<file path="config.mk">
export PLATFORM = sky130hd
export DESIGN_NAME = async_write_data_drive_timing
export DESIGN_NICKNAME = d
export VERILOG_FILES = /design/src/ext_write_pkg.sv /design/src/async_write_data_drive_timing.sv /design/src/region_select.sv
export SDC_FILE = /design/constraint.sdc
export NUM_CORES = 1
export LEC_CHECK = 0
export BUFFER_PORTS_ARGS = -buffer_cell sky130_fd_sc_hd__clkbuf_2
export CAP_MARGIN = 20
export CORE_ASPECT_RATIO = 0.7
export CORE_MARGIN = 10
export CORE_UTILIZATION = 55
export DETAILED_ROUTE_END_ITERATION = 8
export GPL_TIMING_DRIVEN = 1
export PLACE_DENSITY = 0.76
export SYNTH_ARGS = -nofsm -noshare
export SYNTH_HDL_FRONTEND = slang
export SYNTH_SLANG_ARGS = --single-unit
</file>
<file path="constraint.sdc">
create_clock -name pclk -period 5.3 [get_ports pclk]
set_input_delay 1.59 -clock pclk [delete_from_list [all_inputs] [get_ports pclk]]
set_output_delay 1.59 -clock pclk [all_outputs]
set_load 0.01 [all_outputs]
</file>
<file path="src/ext_write_pkg.sv">
// Constants, register layout and state type for the asynchronous write data driver.
// Assumes a 32-bit APB register port and a multiplexed external address/data bus.
package ext_write_pkg;

    // ==========================================================
    // Register offsets (byte addresses)
    localparam logic [7:0] CTRL_OFS       = 8'h00;
    localparam logic [7:0] ADDR_OFS       = 8'h04;
    localparam logic [7:0] DATA_OFS       = 8'h08;
    localparam logic [7:0] STATUS_OFS     = 8'h0C;
    localparam logic [7:0] REGION_BASE    = 8'h10;
    localparam int         REGION_SHIFT   = 3;
    localparam int         PHASE_SEL_BIT  = 2;

    // ==========================================================
    // Field positions
    localparam int CTRL_START_BIT    = 0;
    localparam int CTRL_REGION_LSB   = 4;
    localparam int STATUS_BUSY_BIT   = 0;
    localparam int STATUS_REGION_LSB = 4;
    localparam int CFG_DLY_BIT       = 0;
    localparam int CFG_FCMS_BIT      = 1;
    localparam int PH_EXT_LSB        = 0;
    localparam int PH_CMD_LSB        = 4;
    localparam int PH_HOLD_LSB       = 8;
    localparam int PH_LEN_W          = 4;

    // ==========================================================
    // Reset values and encodings
    localparam logic [31:0] CFG_RESET   = 32'h0000_0002;
    localparam logic [31:0] PH_RESET    = 32'h0000_0010;
    localparam logic [1:0]  EXT_00      = 2'h0;
    localparam logic        FCMS_CONT   = 1'b0;
    localparam logic [3:0]  LEN_ONE     = 4'h1;
    localparam logic [3:0]  LEN_ZERO    = 4'h0;

    typedef enum logic [2:0] {
        ST_IDLE,
        ST_ADDR,
        ST_CMD,
        ST_HOLD,
        ST_EXTRA
    } wr_state_t;

endpackage

</file>
<file path="src/async_write_data_drive_timing.sv">
// Write data driver of the external bus unit for asynchronous write accesses.
// Assumes an APB master on pclk and an asynchronous memory on the ext bus pins.
`timescale 1ns/10ps
module async_write_data_drive_timing #(
    parameter int NREG = 4
) (
    // Clock and reset
    input  wire logic        pclk,
    input  wire logic        presetn,
    // APB slave
    input  wire logic        psel,
    input  wire logic        penable,
    input  wire logic        pwrite,
    input  wire logic [7:0]  paddr,
    input  wire logic [31:0] pwdata,
    output logic [31:0]      prdata,
    output logic             pready,
    output logic             pslverr,
    // External bus
    output logic [31:0]      ext_addr_data_bus,
    output logic             ext_ad_oe_n,
    output logic             ext_addr_valid,
    output logic             ext_cs_n,
    output logic             ext_wr_n
);

    localparam int RW   = (NREG > 1) ? $clog2(NREG) : 1;
    localparam int PH_W = ext_write_pkg::PH_LEN_W;

    // ==========================================================
    // Register state
    logic [NREG-1:0]               cfg_dly;
    logic [NREG-1:0]               cfg_fcms;
    logic [NREG-1:0][1:0]          cfg_ext;
    logic [NREG-1:0][PH_W-1:0]     cfg_cmd;
    logic [NREG-1:0][PH_W-1:0]     cfg_hold;
    logic [31:0]                   addr_reg;
    logic [31:0]                   data_reg;
    logic [RW-1:0]                 act_region;

    // Access state
    ext_write_pkg::wr_state_t      state;
    ext_write_pkg::wr_state_t      next_state;
    logic [PH_W-1:0]               cnt;
    logic [PH_W-1:0]               next_cnt;
    logic                          first;
    logic                          next_first;
    logic                          eff_dly;
    logic [1:0]                    eff_ext;
    logic [PH_W-1:0]               eff_cmd;
    logic [PH_W-1:0]               eff_hold;
    logic                          sel_dly;
    logic [1:0]                    sel_ext;
    logic                          ref_last;

    // APB decode
    logic                          acc;
    logic                          wr_ok;
    logic                          start_go;
    logic [RW-1:0]                 req_region;
    logic [31:0]                   rd_data;
    logic                          rd_err;

    // ==========================================================
    // Address decode helpers
    function automatic logic in_region(input logic [7:0] a);
        logic [7:0] rel;
        rel = a - ext_write_pkg::REGION_BASE;
        return (a >= ext_write_pkg::REGION_BASE) && (a[1:0] == 2'h0)
            && (int'(rel >> ext_write_pkg::REGION_SHIFT) < NREG);
    endfunction

    function automatic logic [RW-1:0] region_of(input logic [7:0] a);
        logic [7:0] rel;
        rel = (a - ext_write_pkg::REGION_BASE) >> ext_write_pkg::REGION_SHIFT;
        return rel[RW-1:0];
    endfunction

    // ==========================================================
    // APB slave: zero wait states, answer registered in setup cycle
    assign acc        = psel && penable && pready;
    assign wr_ok      = acc && pwrite && !pslverr;
    assign req_region = pwdata[ext_write_pkg::CTRL_REGION_LSB +: RW];
    assign start_go   = wr_ok && paddr == ext_write_pkg::CTRL_OFS
                        && pwdata[ext_write_pkg::CTRL_START_BIT]
                        && state == ext_write_pkg::ST_IDLE;

    always_comb begin
        logic [RW-1:0] r;
        r       = region_of(paddr);
        rd_data = 32'h0000_0000;
        rd_err  = 1'b0;
        if (in_region(paddr)) begin
            if (paddr[ext_write_pkg::PHASE_SEL_BIT]) begin
                rd_data[ext_write_pkg::PH_EXT_LSB +: 2]     = cfg_ext[r];
                rd_data[ext_write_pkg::PH_CMD_LSB +: PH_W]  = cfg_cmd[r];
                rd_data[ext_write_pkg::PH_HOLD_LSB +: PH_W] = cfg_hold[r];
            end else begin
                rd_data[ext_write_pkg::CFG_DLY_BIT]  = cfg_dly[r];
                rd_data[ext_write_pkg::CFG_FCMS_BIT] = cfg_fcms[r];
            end
        end else begin
            case (paddr)
                ext_write_pkg::CTRL_OFS: begin
                    // Busy refuses a new access
                    rd_err = pwrite && state != ext_write_pkg::ST_IDLE;
                end
                ext_write_pkg::ADDR_OFS: rd_data = addr_reg;
                ext_write_pkg::DATA_OFS: rd_data = data_reg;
                ext_write_pkg::STATUS_OFS: begin
                    rd_data[ext_write_pkg::STATUS_BUSY_BIT] =
                        (state != ext_write_pkg::ST_IDLE);
                    rd_data[ext_write_pkg::STATUS_REGION_LSB +: RW] = act_region;
                end
                default: rd_err = 1'b1;
            endcase
        end
    end

    always_ff @(posedge pclk or negedge presetn) begin
        if (!presetn) begin
            pready  <= 1'b0;
            pslverr <= 1'b0;
            prdata  <= 32'h0000_0000;
        end else begin
            pready  <= psel && !penable;
            pslverr <= psel && !penable && rd_err;
            prdata  <= (psel && !penable && !pwrite) ? rd_data : 32'h0000_0000;
        end
    end

    always_ff @(posedge pclk or negedge presetn) begin
        if (!presetn) begin
            addr_reg <= 32'h0000_0000;
            data_reg <= 32'h0000_0000;
        end else if (wr_ok && state == ext_write_pkg::ST_IDLE) begin
            // Frozen during an access so the bus never changes mid-write
            if (paddr == ext_write_pkg::ADDR_OFS) addr_reg <= pwdata;
            if (paddr == ext_write_pkg::DATA_OFS) data_reg <= pwdata;
        end
    end

    generate
        for (genvar g = 0; g < NREG; g++) begin : g_region
            always_ff @(posedge pclk or negedge presetn) begin
                if (!presetn) begin
                    cfg_dly[g]  <= ext_write_pkg::CFG_RESET[ext_write_pkg::CFG_DLY_BIT];
                    cfg_fcms[g] <= ext_write_pkg::CFG_RESET[ext_write_pkg::CFG_FCMS_BIT];
                    cfg_ext[g]  <= ext_write_pkg::PH_RESET[ext_write_pkg::PH_EXT_LSB +: 2];
                    cfg_cmd[g]  <= ext_write_pkg::PH_RESET[ext_write_pkg::PH_CMD_LSB +: PH_W];
                    cfg_hold[g] <= ext_write_pkg::PH_RESET[ext_write_pkg::PH_HOLD_LSB +: PH_W];
                end else if (wr_ok && in_region(paddr) && region_of(paddr) == g) begin
                    if (paddr[ext_write_pkg::PHASE_SEL_BIT]) begin
                        cfg_ext[g]  <= pwdata[ext_write_pkg::PH_EXT_LSB +: 2];
                        cfg_cmd[g]  <= pwdata[ext_write_pkg::PH_CMD_LSB +: PH_W];
                        cfg_hold[g] <= pwdata[ext_write_pkg::PH_HOLD_LSB +: PH_W];
                    end else begin
                        cfg_dly[g]  <= pwdata[ext_write_pkg::CFG_DLY_BIT];
                        cfg_fcms[g] <= pwdata[ext_write_pkg::CFG_FCMS_BIT];
                    end
                end
            end
        end
    endgenerate

    // ==========================================================
    // Effective settings, latched when the access starts
    region_select #(.NREG(NREG), .RW(RW)) region_select_inst (
        .cfg_dly  (cfg_dly),
        .cfg_fcms (cfg_fcms),
        .cfg_ext  (cfg_ext),
        .region   (req_region),
        .sel_dly  (sel_dly),
        .sel_ext  (sel_ext)
    );

    always_ff @(posedge pclk or negedge presetn) begin
        if (!presetn) begin
            eff_dly    <= 1'b0;
            eff_ext    <= ext_write_pkg::EXT_00;
            eff_cmd    <= ext_write_pkg::LEN_ONE;
            eff_hold   <= ext_write_pkg::LEN_ZERO;
            act_region <= '0;
        end else if (start_go) begin
            eff_dly    <= sel_dly;
            eff_ext    <= sel_ext;
            // Zero-length command phase is stretched to one cycle
            eff_cmd    <= (cfg_cmd[req_region] == ext_write_pkg::LEN_ZERO)
                          ? ext_write_pkg::LEN_ONE : cfg_cmd[req_region];
            eff_hold   <= cfg_hold[req_region];
            act_region <= req_region;
        end
    end

    // ==========================================================
    // Phase sequencer
    always_comb begin
        next_state = state;
        next_cnt   = cnt;
        next_first = 1'b0;
        ref_last   = 1'b0;
        case (state)
            ext_write_pkg::ST_IDLE: begin
                if (start_go) next_state = ext_write_pkg::ST_ADDR;
            end
            ext_write_pkg::ST_ADDR: begin
                next_state = ext_write_pkg::ST_CMD;
                next_cnt   = eff_cmd - ext_write_pkg::LEN_ONE;
                next_first = 1'b1;
            end
            ext_write_pkg::ST_CMD: begin
                if (cnt != ext_write_pkg::LEN_ZERO) begin
                    next_cnt = cnt - ext_write_pkg::LEN_ONE;
                end else if (eff_hold != ext_write_pkg::LEN_ZERO) begin
                    next_state = ext_write_pkg::ST_HOLD;
                    next_cnt   = eff_hold - ext_write_pkg::LEN_ONE;
                end else begin
                    ref_last   = 1'b1;
                    next_state = eff_dly ? ext_write_pkg::ST_EXTRA : ext_write_pkg::ST_IDLE;
                end
            end
            ext_write_pkg::ST_HOLD: begin
                if (cnt != ext_write_pkg::LEN_ZERO) begin
                    next_cnt = cnt - ext_write_pkg::LEN_ONE;
                end else begin
                    ref_last   = 1'b1;
                    next_state = eff_dly ? ext_write_pkg::ST_EXTRA : ext_write_pkg::ST_IDLE;
                end
            end
            // Half-cycle removal is not possible: a whole cycle is added
            ext_write_pkg::ST_EXTRA: next_state = ext_write_pkg::ST_IDLE;
            default: next_state = ext_write_pkg::ST_IDLE;
        endcase
    end

    always_ff @(posedge pclk or negedge presetn) begin
        if (!presetn) begin
            state <= ext_write_pkg::ST_IDLE;
            cnt   <= ext_write_pkg::LEN_ZERO;
            first <= 1'b0;
        end else begin
            state <= next_state;
            cnt   <= next_cnt;
            first <= next_first;
        end
    end

    // ==========================================================
    // Pin drive, registered from the next phase
    always_ff @(posedge pclk or negedge presetn) begin
        if (!presetn) begin
            ext_addr_data_bus <= 32'h0000_0000;
            ext_ad_oe_n       <= 1'b1;
            ext_addr_valid    <= 1'b0;
            ext_cs_n          <= 1'b1;
            ext_wr_n          <= 1'b1;
        end else begin
            ext_ad_oe_n    <= (next_state == ext_write_pkg::ST_IDLE);
            ext_addr_valid <= (next_state == ext_write_pkg::ST_ADDR);
            ext_cs_n       <= (next_state == ext_write_pkg::ST_IDLE);
            ext_wr_n       <= (next_state != ext_write_pkg::ST_CMD);
            if (next_state == ext_write_pkg::ST_IDLE)
                ext_addr_data_bus <= 32'h0000_0000;
            else if (next_state == ext_write_pkg::ST_ADDR)
                ext_addr_data_bus <= addr_reg;
            // Delayed data: the address lingers as invalid data for one cycle
            else if (next_first && eff_dly && eff_ext != ext_write_pkg::EXT_00)
                ext_addr_data_bus <= addr_reg;
            else
                ext_addr_data_bus <= data_reg;
        end
    end

    // ==========================================================
    // Assertions
    a_bus_on_first: assert property (@(posedge pclk) disable iff (!presetn)
        (state == ext_write_pkg::ST_CMD && first) |-> !ext_ad_oe_n && !ext_wr_n)
        else $error("bus not driven in first command cycle");

    a_nodly_valid: assert property (@(posedge pclk) disable iff (!presetn)
        (state == ext_write_pkg::ST_CMD && !eff_dly) |-> ext_addr_data_bus == data_reg)
        else $error("data not valid in command cycle without delay");

    a_ratio00_valid: assert property (@(posedge pclk) disable iff (!presetn)
        (state == ext_write_pkg::ST_CMD && eff_ext == ext_write_pkg::EXT_00)
        |-> ext_addr_data_bus == data_reg)
        else $error("ratio 00 data delayed");

    a_invalid_first: assert property (@(posedge pclk) disable iff (!presetn)
        (state == ext_write_pkg::ST_CMD && first && eff_dly
         && eff_ext != ext_write_pkg::EXT_00)
        |-> ext_addr_data_bus == addr_reg ##1 ext_addr_data_bus == data_reg && !ext_ad_oe_n)
        else $error("delayed data timing wrong");

    a_no_half_shift: assert property (@(posedge pclk) disable iff (!presetn)
        (state == ext_write_pkg::ST_CMD && !first) |-> ext_addr_data_bus == data_reg)
        else $error("valid data shifted beyond first cycle");

    a_remove_nodly: assert property (@(posedge pclk) disable iff (!presetn)
        (ref_last && !eff_dly) |=> ext_ad_oe_n)
        else $error("data not removed after last hold cycle");

    a_remove_dly: assert property (@(posedge pclk) disable iff (!presetn)
        (ref_last && eff_dly) |=> !ext_ad_oe_n && ext_addr_data_bus == data_reg ##1 ext_ad_oe_n)
        else $error("delayed removal not exactly one clock");

    a_no_hold_ref: assert property (@(posedge pclk) disable iff (!presetn)
        (state == ext_write_pkg::ST_CMD && cnt == ext_write_pkg::LEN_ZERO
         && eff_hold == ext_write_pkg::LEN_ZERO) |-> ref_last)
        else $error("last command cycle not used as reference");

    a_region_dly: assert property (@(posedge pclk) disable iff (!presetn)
        start_go |=> eff_dly == $past(cfg_dly[req_region]) && act_region == $past(req_region))
        else $error("delay enable not from accessed region");

    a_cont_ratio: assert property (@(posedge pclk) disable iff (!presetn)
        (start_go && cfg_fcms[0] == ext_write_pkg::FCMS_CONT) |=> eff_ext == $past(cfg_ext[0]))
        else $error("continuous clock ratio not used");

    c_delayed_data: cover property (@(posedge pclk) disable iff (!presetn)
        state == ext_write_pkg::ST_CMD && first && eff_dly && eff_ext != ext_write_pkg::EXT_00);
    c_no_hold: cover property (@(posedge pclk) disable iff (!presetn)
        ref_last && state == ext_write_pkg::ST_CMD);
    c_extra: cover property (@(posedge pclk) disable iff (!presetn)
        state == ext_write_pkg::ST_EXTRA);
    c_cont_clock: cover property (@(posedge pclk) disable iff (!presetn)
        start_go && cfg_fcms[req_region] != ext_write_pkg::FCMS_CONT
        && cfg_fcms[0] == ext_write_pkg::FCMS_CONT);

endmodule

</file>
<file path="src/region_select.sv">
// Picks the delay settings that apply to an access.
// Assumes per-region settings arrive as packed vectors from the register file.
`timescale 1ns/10ps
module region_select #(
    parameter int NREG = 4,
    parameter int RW   = 2
) (
    // Per-region settings
    input  wire logic [NREG-1:0]      cfg_dly,
    input  wire logic [NREG-1:0]      cfg_fcms,
    input  wire logic [NREG-1:0][1:0] cfg_ext,
    // Access
    input  wire logic [RW-1:0]        region,
    // Effective settings
    output logic                      sel_dly,
    output logic [1:0]                sel_ext
);

    // ==========================================================
    // Selection
    always_comb begin
        logic found;
        found   = 1'b0;
        sel_dly = cfg_dly[region];
        sel_ext = cfg_ext[region];
        // Lowest continuous-clock region sets the clock ratio for everyone
        for (int i = 0; i < NREG; i++) begin
            if (!found && cfg_fcms[i] == ext_write_pkg::FCMS_CONT) begin
                found   = 1'b1;
                sel_ext = cfg_ext[i];
            end
        end
    end

endmodule

</file>
==> results of run 1 <==
## through the flow
step | cell area, sq um | std cells | setup WS [ps] | total power [W] | utilization, %
after floorplan | 9160 | 706 | 1530 | 0.00186 | -
after global placement | 9900 | 1013 | 1390 | 0.00197 | 60.8
after detailed placement | 9900 | 1013 | 1330 | 0.00199 | 60.8
after CTS | 10600 | 1049 | 1810 | 0.00339 | 64.8
after global routing | 10600 | 1050 | 1630 | 0.00350 | 65.0
final | 10600 | 1051 | 1800 | 0.00337 | 65.0
## cells by family after synthesis
kind of cell | Yosys count
mux | 178
fa+ha+maj | 7
buf+inv | 57
simple gates | 170
xor+xnor | 5
compound gates | 88
flops | 201
## worst max-delay path by stage
stage | start | to | cells past startpoint
final | paddr[4] | ext_addr_data_bus[0] | 11
after global routing | paddr[4] | ext_addr_data_bus[10] | 11
after CTS | paddr[4] | ext_addr_data_bus[10] | 11
after detailed placement | paddr[4] | ext_addr_data_bus[22] | 11
after global placement | paddr[4] | ext_addr_data_bus[3] | 11
after floorplan | paddr[4] | cfg_dly[0] | 9
## placed cells by master, fill, tap and decap left out, drive strengths merged, types with 4 or more instances in the layout
cell type and instances:
clkinvlp 4, dfrtp 190, a22o 7, nor2b 4, clkbuf 137, a21oi 16, nor3 17, inv 16
mux4 22, nand4 14, mux2 116, buf 12, a22oi 25, xnor2 4, a31oi 4, dfstp 11
nand2b 5, nand3 6, ha 7, nor2 69, nand2 39, o21ai 17, clkinv 6, mux2i 40
## routing by layer
layer / vias to the layer above / share of wire, %
li1: 2777 / -
met1: 3233 / 44
met2: 209 / 48
met3: 33 / 6.9
met4: 0 / 1.5
met5: - / 0
## critical path: cells and delay by family
kind	cells	cell delay (ps)
adder cells (fa/ha/maj)	1	160
buffers and inverters	5	950
AND/OR/NAND/NOR	5	1200
## area by class of cell
class                           instances  area (sq um)
Clock buffer                           23           553
Antenna cell                            1          2.50
Sequential cell                       201          5040
Inverter                               14          52.6
Tap cell                              225           282
Fill cell                            1188          5700
Timing Repair Buffer                  126           702
Multi-Input combinational cell        448          3850
Clock inverter                         13           111
## where the power goes
part | switching [W] | leakage, nW | total (W) | internal (W)
clock network | 0.000604 | 0.321 | 0.00141 | 0.000808
logic | 0.000223 | 2.41 | 0.000354 | 0.000131
registers | 0.0000323 | 2.74 | 0.00160 | 0.00157
total | 0.000859 | 5.47 | 0.00337 | 0.00251
==> results_dict.tcl, run 1 <==
set metrics [dict create \
    clock_skew_ps 9.96 \
    critical_path_class "in2reg" \
    synth_top_flop_cell "dfrtp_1" \
    die_w_um 174 \
    via_per_inst 5.95 \
    grt_usage_pct 19.5 \
    synth_area_leaders "dfrtp_1 (52%), mux2_2 (9.2%), mux4_2 (5.4%)" \
    routed_wl_um 21800 \
    grt_setup_unrepaired "no" \
    worst_ir_drop_vdd_mv 0.201 \
    critPathLaunchType "primary input" \
    ioPinCount 115 \
    synth_area_per_cell_sq_um 13.0 \
    crit_chain "clkbuf_2, inv_1, ha_1, or4b_4, and4bb_1, nand3_1, buf_4, inv_2, nor4_4, buf_4, nor2_1" \
    maxCapViolations 0 \
    hold_class "reg2reg" \
    clkTransAtPathRegs_ps 60 \
    grt-ovfl-total 0 \
    reg2reg_depth 5 \
    post_cts_buffers 0 \
    syn_area_sq_um 9160 \
    fin_crit_ps 3500 \
    area_growth_pct 15.8 \
    insertion_delay_ps 490 \
    synthXorXnorAreaFrac_pct 0.478 \
    grt_use_met3_pct 4.41 \
    cts_resized 0 \
    synthSimpleGateAreaFrac_pct 9.61 \
    cp.arrival_ps 3910 \
    slew_headroom_pct 38.1 \
    timing.hold.ws_ps 493 \
    antenna_found_initial 1 \
    gp_congestion 0.857 \
    hold_depth 2 \
    p_leak_nw 5.47 \
    grt_pass1_vias 6543 \
    status "finished clean" \
    cp-end-kind "register" \
    cp.required_ps 5710 \
    synth_nets 758 \
    coreArea_sq_um 16300 \
    synth_cell_types 61 \
    period_share_pct 66.0 \
    ys_ff_latch 201 \
    yosys.area.top_type "dfrtp_1" \
    synth_common_cells "dfrtp_1 (190), mux2_2 (75), nor2_1 (69)" \
    final-max-slew-violation-count 0 \
    hold_violations 0 \
    crit_slowest_cell "or4b_4" \
    synthAdderAreaFrac_pct 0.957 \
    grt-busiest-layer "met2" \
    drt-pass1-iter-count 5 \
    muxShareOfSynthArea_pct 24.2 \
    cts_tree "done" \
    finalSetupTns_ps 0 \
    worstHoldStart "eff_ext[1]" \
    drc_errors 0 \
    layout-drive-gt1-share_pct 34.9 \
    critPathMostFrequentCell "buf_4" \
    tightest_slew_ps 929 \
    timing.rr.end "addr_reg[30]" \
    dp_hpwl_um 14800 \
    rows 39 \
    synth-edff-count 0 \
    setup_viol_count_final 0 \
    r2r_slack_ps 2640 \
    nNetsFinal 863 \
    synth_compound_area_share_pct 6.56 \
    synth_most_common_cell "dfrtp_1" \
    htree_levels 1 \
    met1_usage_pct 26.7 \
    wl_per_cell_um 20.8 \
    synth_top_area_share_pct 51.9 \
    critPathMaxFanout 33 \
    vias 6252 \
    dieArea_sq_um 22300 \
    start_util_pct 56.2 \
    ys_warn_count 0 \
    ys_seq_area_share_pct 55.1 \
    grt_max_degree 141 \
    async_flop_share_pct 100 \
    first_iter_violations 550 \
    synth_top_family_by_area "multiplexers" \
    use_met2_pct 31.2 \
    detail-route-antenna-nets 0 \
    cts.sinks 201 \
    power_density_nw_per_um2 318 \
    holdPathEnd "eff_ext[1]" \
    syn_inst 706 \
    clk_path_buf_depth 3 \
    cts_inserted_buffers 20 \
    reg2reg_from "state[0]" \
    fp.dieH_um 128 \
    cts-root-buf "clkbuf_16" \
    fmax_mhz 286 \
    cts_hold_buf 0 \
    max_stage_delay_ps 510 \
    port_buffers 114 \
    grt_pass1_wl_um 35700 \
]
Note: power is estimated with default switching activity, not from simulation.
==> run 2, diff against run 1 <==
--- a/config.mk
+++ b/config.mk
@@ -9,7 +9,7 @@
 export CAP_MARGIN = 20
 export CORE_ASPECT_RATIO = 0.7
 export CORE_MARGIN = 10
-export CORE_UTILIZATION = 55
+export CORE_UTILIZATION = 52
 export DETAILED_ROUTE_END_ITERATION = 8
 export GPL_TIMING_DRIVEN = 1
 export PLACE_DENSITY = 0.76
==> constraint.sdc (replaced) <==
create_clock -name pclk -period 3.2 [get_ports pclk]
set_input_delay 0.96 -clock pclk [delete_from_list [all_inputs] [get_ports pclk]]
set_output_delay 0.96 -clock pclk [all_outputs]
set_load 0.01 [all_outputs]
==> results_dict.tcl, run 2 (synthesis results as in run 1) <==
set metrics [dict create \
    power_switching_w 0.00139 \
    routed_wl_um 22300 \
    die_w_um 179 \
    drt-pass1-iter-count 5 \
    maxCapViolations 0 \
    final_common_cell "dfrtp_1" \
    p_clk_share_pct 41.5 \
    htree_levels 1 \
    critPathMaxFanout 12 \
    detail-route-antenna-nets 0 \
    p_total_w 0.00561 \
    port_buffers 114 \
    cp.required_ps 3540 \
    power.share.combinational_pct 11.1 \
    p_leak_nw 5.55 \
    period_share_pct 83.0 \
    p_sw_share_pct 24.7 \
    grt_pass1_wl_um 35600 \
    vias 6333 \
    fmax_mhz 377 \
    post-place-ws_ps 123 \
    drc_errors 0 \
    cts_inserted_buffers 19 \
    area_growth_pct 17.4 \
    antenna_found_initial 1 \
    rows 40 \
    clkTransAtPathRegs_ps 70 \
    fin_ws_ps 545 \
    power_density_nw_per_um2 521 \
    setup_viol_count_final 0 \
    status "finished clean" \
    cts_tree "done" \
    place_inst 1034 \
    layout-drive-gt1-share_pct 35.5 \
    finalSetupTns_ps 0 \
    worst_ir_drop_vdd_mv 0.290 \
    first_iter_violations 494 \
    final-max-slew-violation-count 0 \
    power_frac_seq_pct 47.4 \
    via_per_inst 5.92 \
    gp_congestion 0.855 \
    cts-root-buf "clkbuf_16" \
    ioPinCount 115 \
    slew_headroom_pct 49.9 \
    hold_class "reg2reg" \
    clock_skew_ps 17.0 \
    final_cells 1069 \
    critPathLaunchType "primary input" \
    dieArea_sq_um 23400 \
    grt_pass1_vias 6750 \
    grt_usage_pct 18.9 \
    cts.sinks 201 \
    grt-ovfl-total 0 \
    wl_per_cell_um 20.8 \
    cp.arrival_ps 3000 \
    post_cts_buffers 0 \
    clk_path_buf_depth 3 \
    coreArea_sq_um 17200 \
    critical_path_class "in2reg" \
    insertion_delay_ps 490 \
    fp.dieH_um 131 \
    cts_resized 0 \
    mostFrequentLayoutCells "dfrtp_1 (190), clkbuf_2 (113), mux2_2 (75)" \
    tightest_slew_ps 735 \
    intPower_w 0.00422 \
    dp_hpwl_um 15400 \
    cts_hold_buf 0 \
    nNetsFinal 876 \
    grt_setup_unrepaired "no" \
    start_util_pct 53.2 \
    cp-end-kind "register" \
    fin_crit_ps 2650 \
    grt_max_degree 96 \
    hold_violations 0 \
]
-- run 2: cell type report --
type,count,area [sq um]
Antenna cell,1,2.50
Clock buffer,27,556
Clock inverter,7,95.1
Fill cell,1317,6460
Inverter,14,52.6
Multi-Input combinational cell,448,3850
Sequential cell,201,5040
Tap cell,231,289
Timing Repair Buffer,140,862
-- run 2: path summary, 6_finish.rpt --
path	from	endpoint	slack, ps	cells after the start
max	paddr[4]	eff_ext[1]	550	8
min	act_region[1]	act_region[1]	500	2
max reg2reg	cnt[0]	ext_addr_data_bus[0]	760	8
min reg2reg	act_region[1]	act_region[1]	500	2
max in group asynchronous	presetn	ext_cs_n	1820	2
min in group asynchronous	presetn	prdata[11]	540	1
-- run 2: layer usage --
layer / global-route usage (%) / wire length, um
met5: 0 / 0
met2: 31.4 / 10900
met3: 3.96 / 1590
met4: 4.36 / 340
met1: 25.1 / 9430
-- run 2: worst max-delay path, cell delays in order --
cell	delay [ps]
clkbuf_2	90
inv_1	100
ha_1	180
or4b_4	530
and4bb_1	370
nand3_1	140
buf_4	210
o41ai_1	420
-- run 2: power groups by stage --
stage | clock, W | combinational [W] | sequential, W
3_3_place_gp | 0 | 0.000589 | 0.00270
6_report | 0.00233 | 0.000622 | 0.00266
2_1_floorplan | 0 | 0.000390 | 0.00268
5_1_grt | 0.00248 | 0.000682 | 0.00267
4_1_cts | 0.00236 | 0.000621 | 0.00266
3_5_place_dp | 0 | 0.000613 | 0.00271
-- run 2: metrics by stage --
step	hold slack (ps)	instance area, sq um	utilization, %
2_1_floorplan	440	9160	-
3_3_place_gp	458	10100	58.7
3_5_place_dp	485	10100	58.7
6_report	497	10800	62.4
5_1_grt	520	10700	62.4
4_1_cts	504	10700	62.4
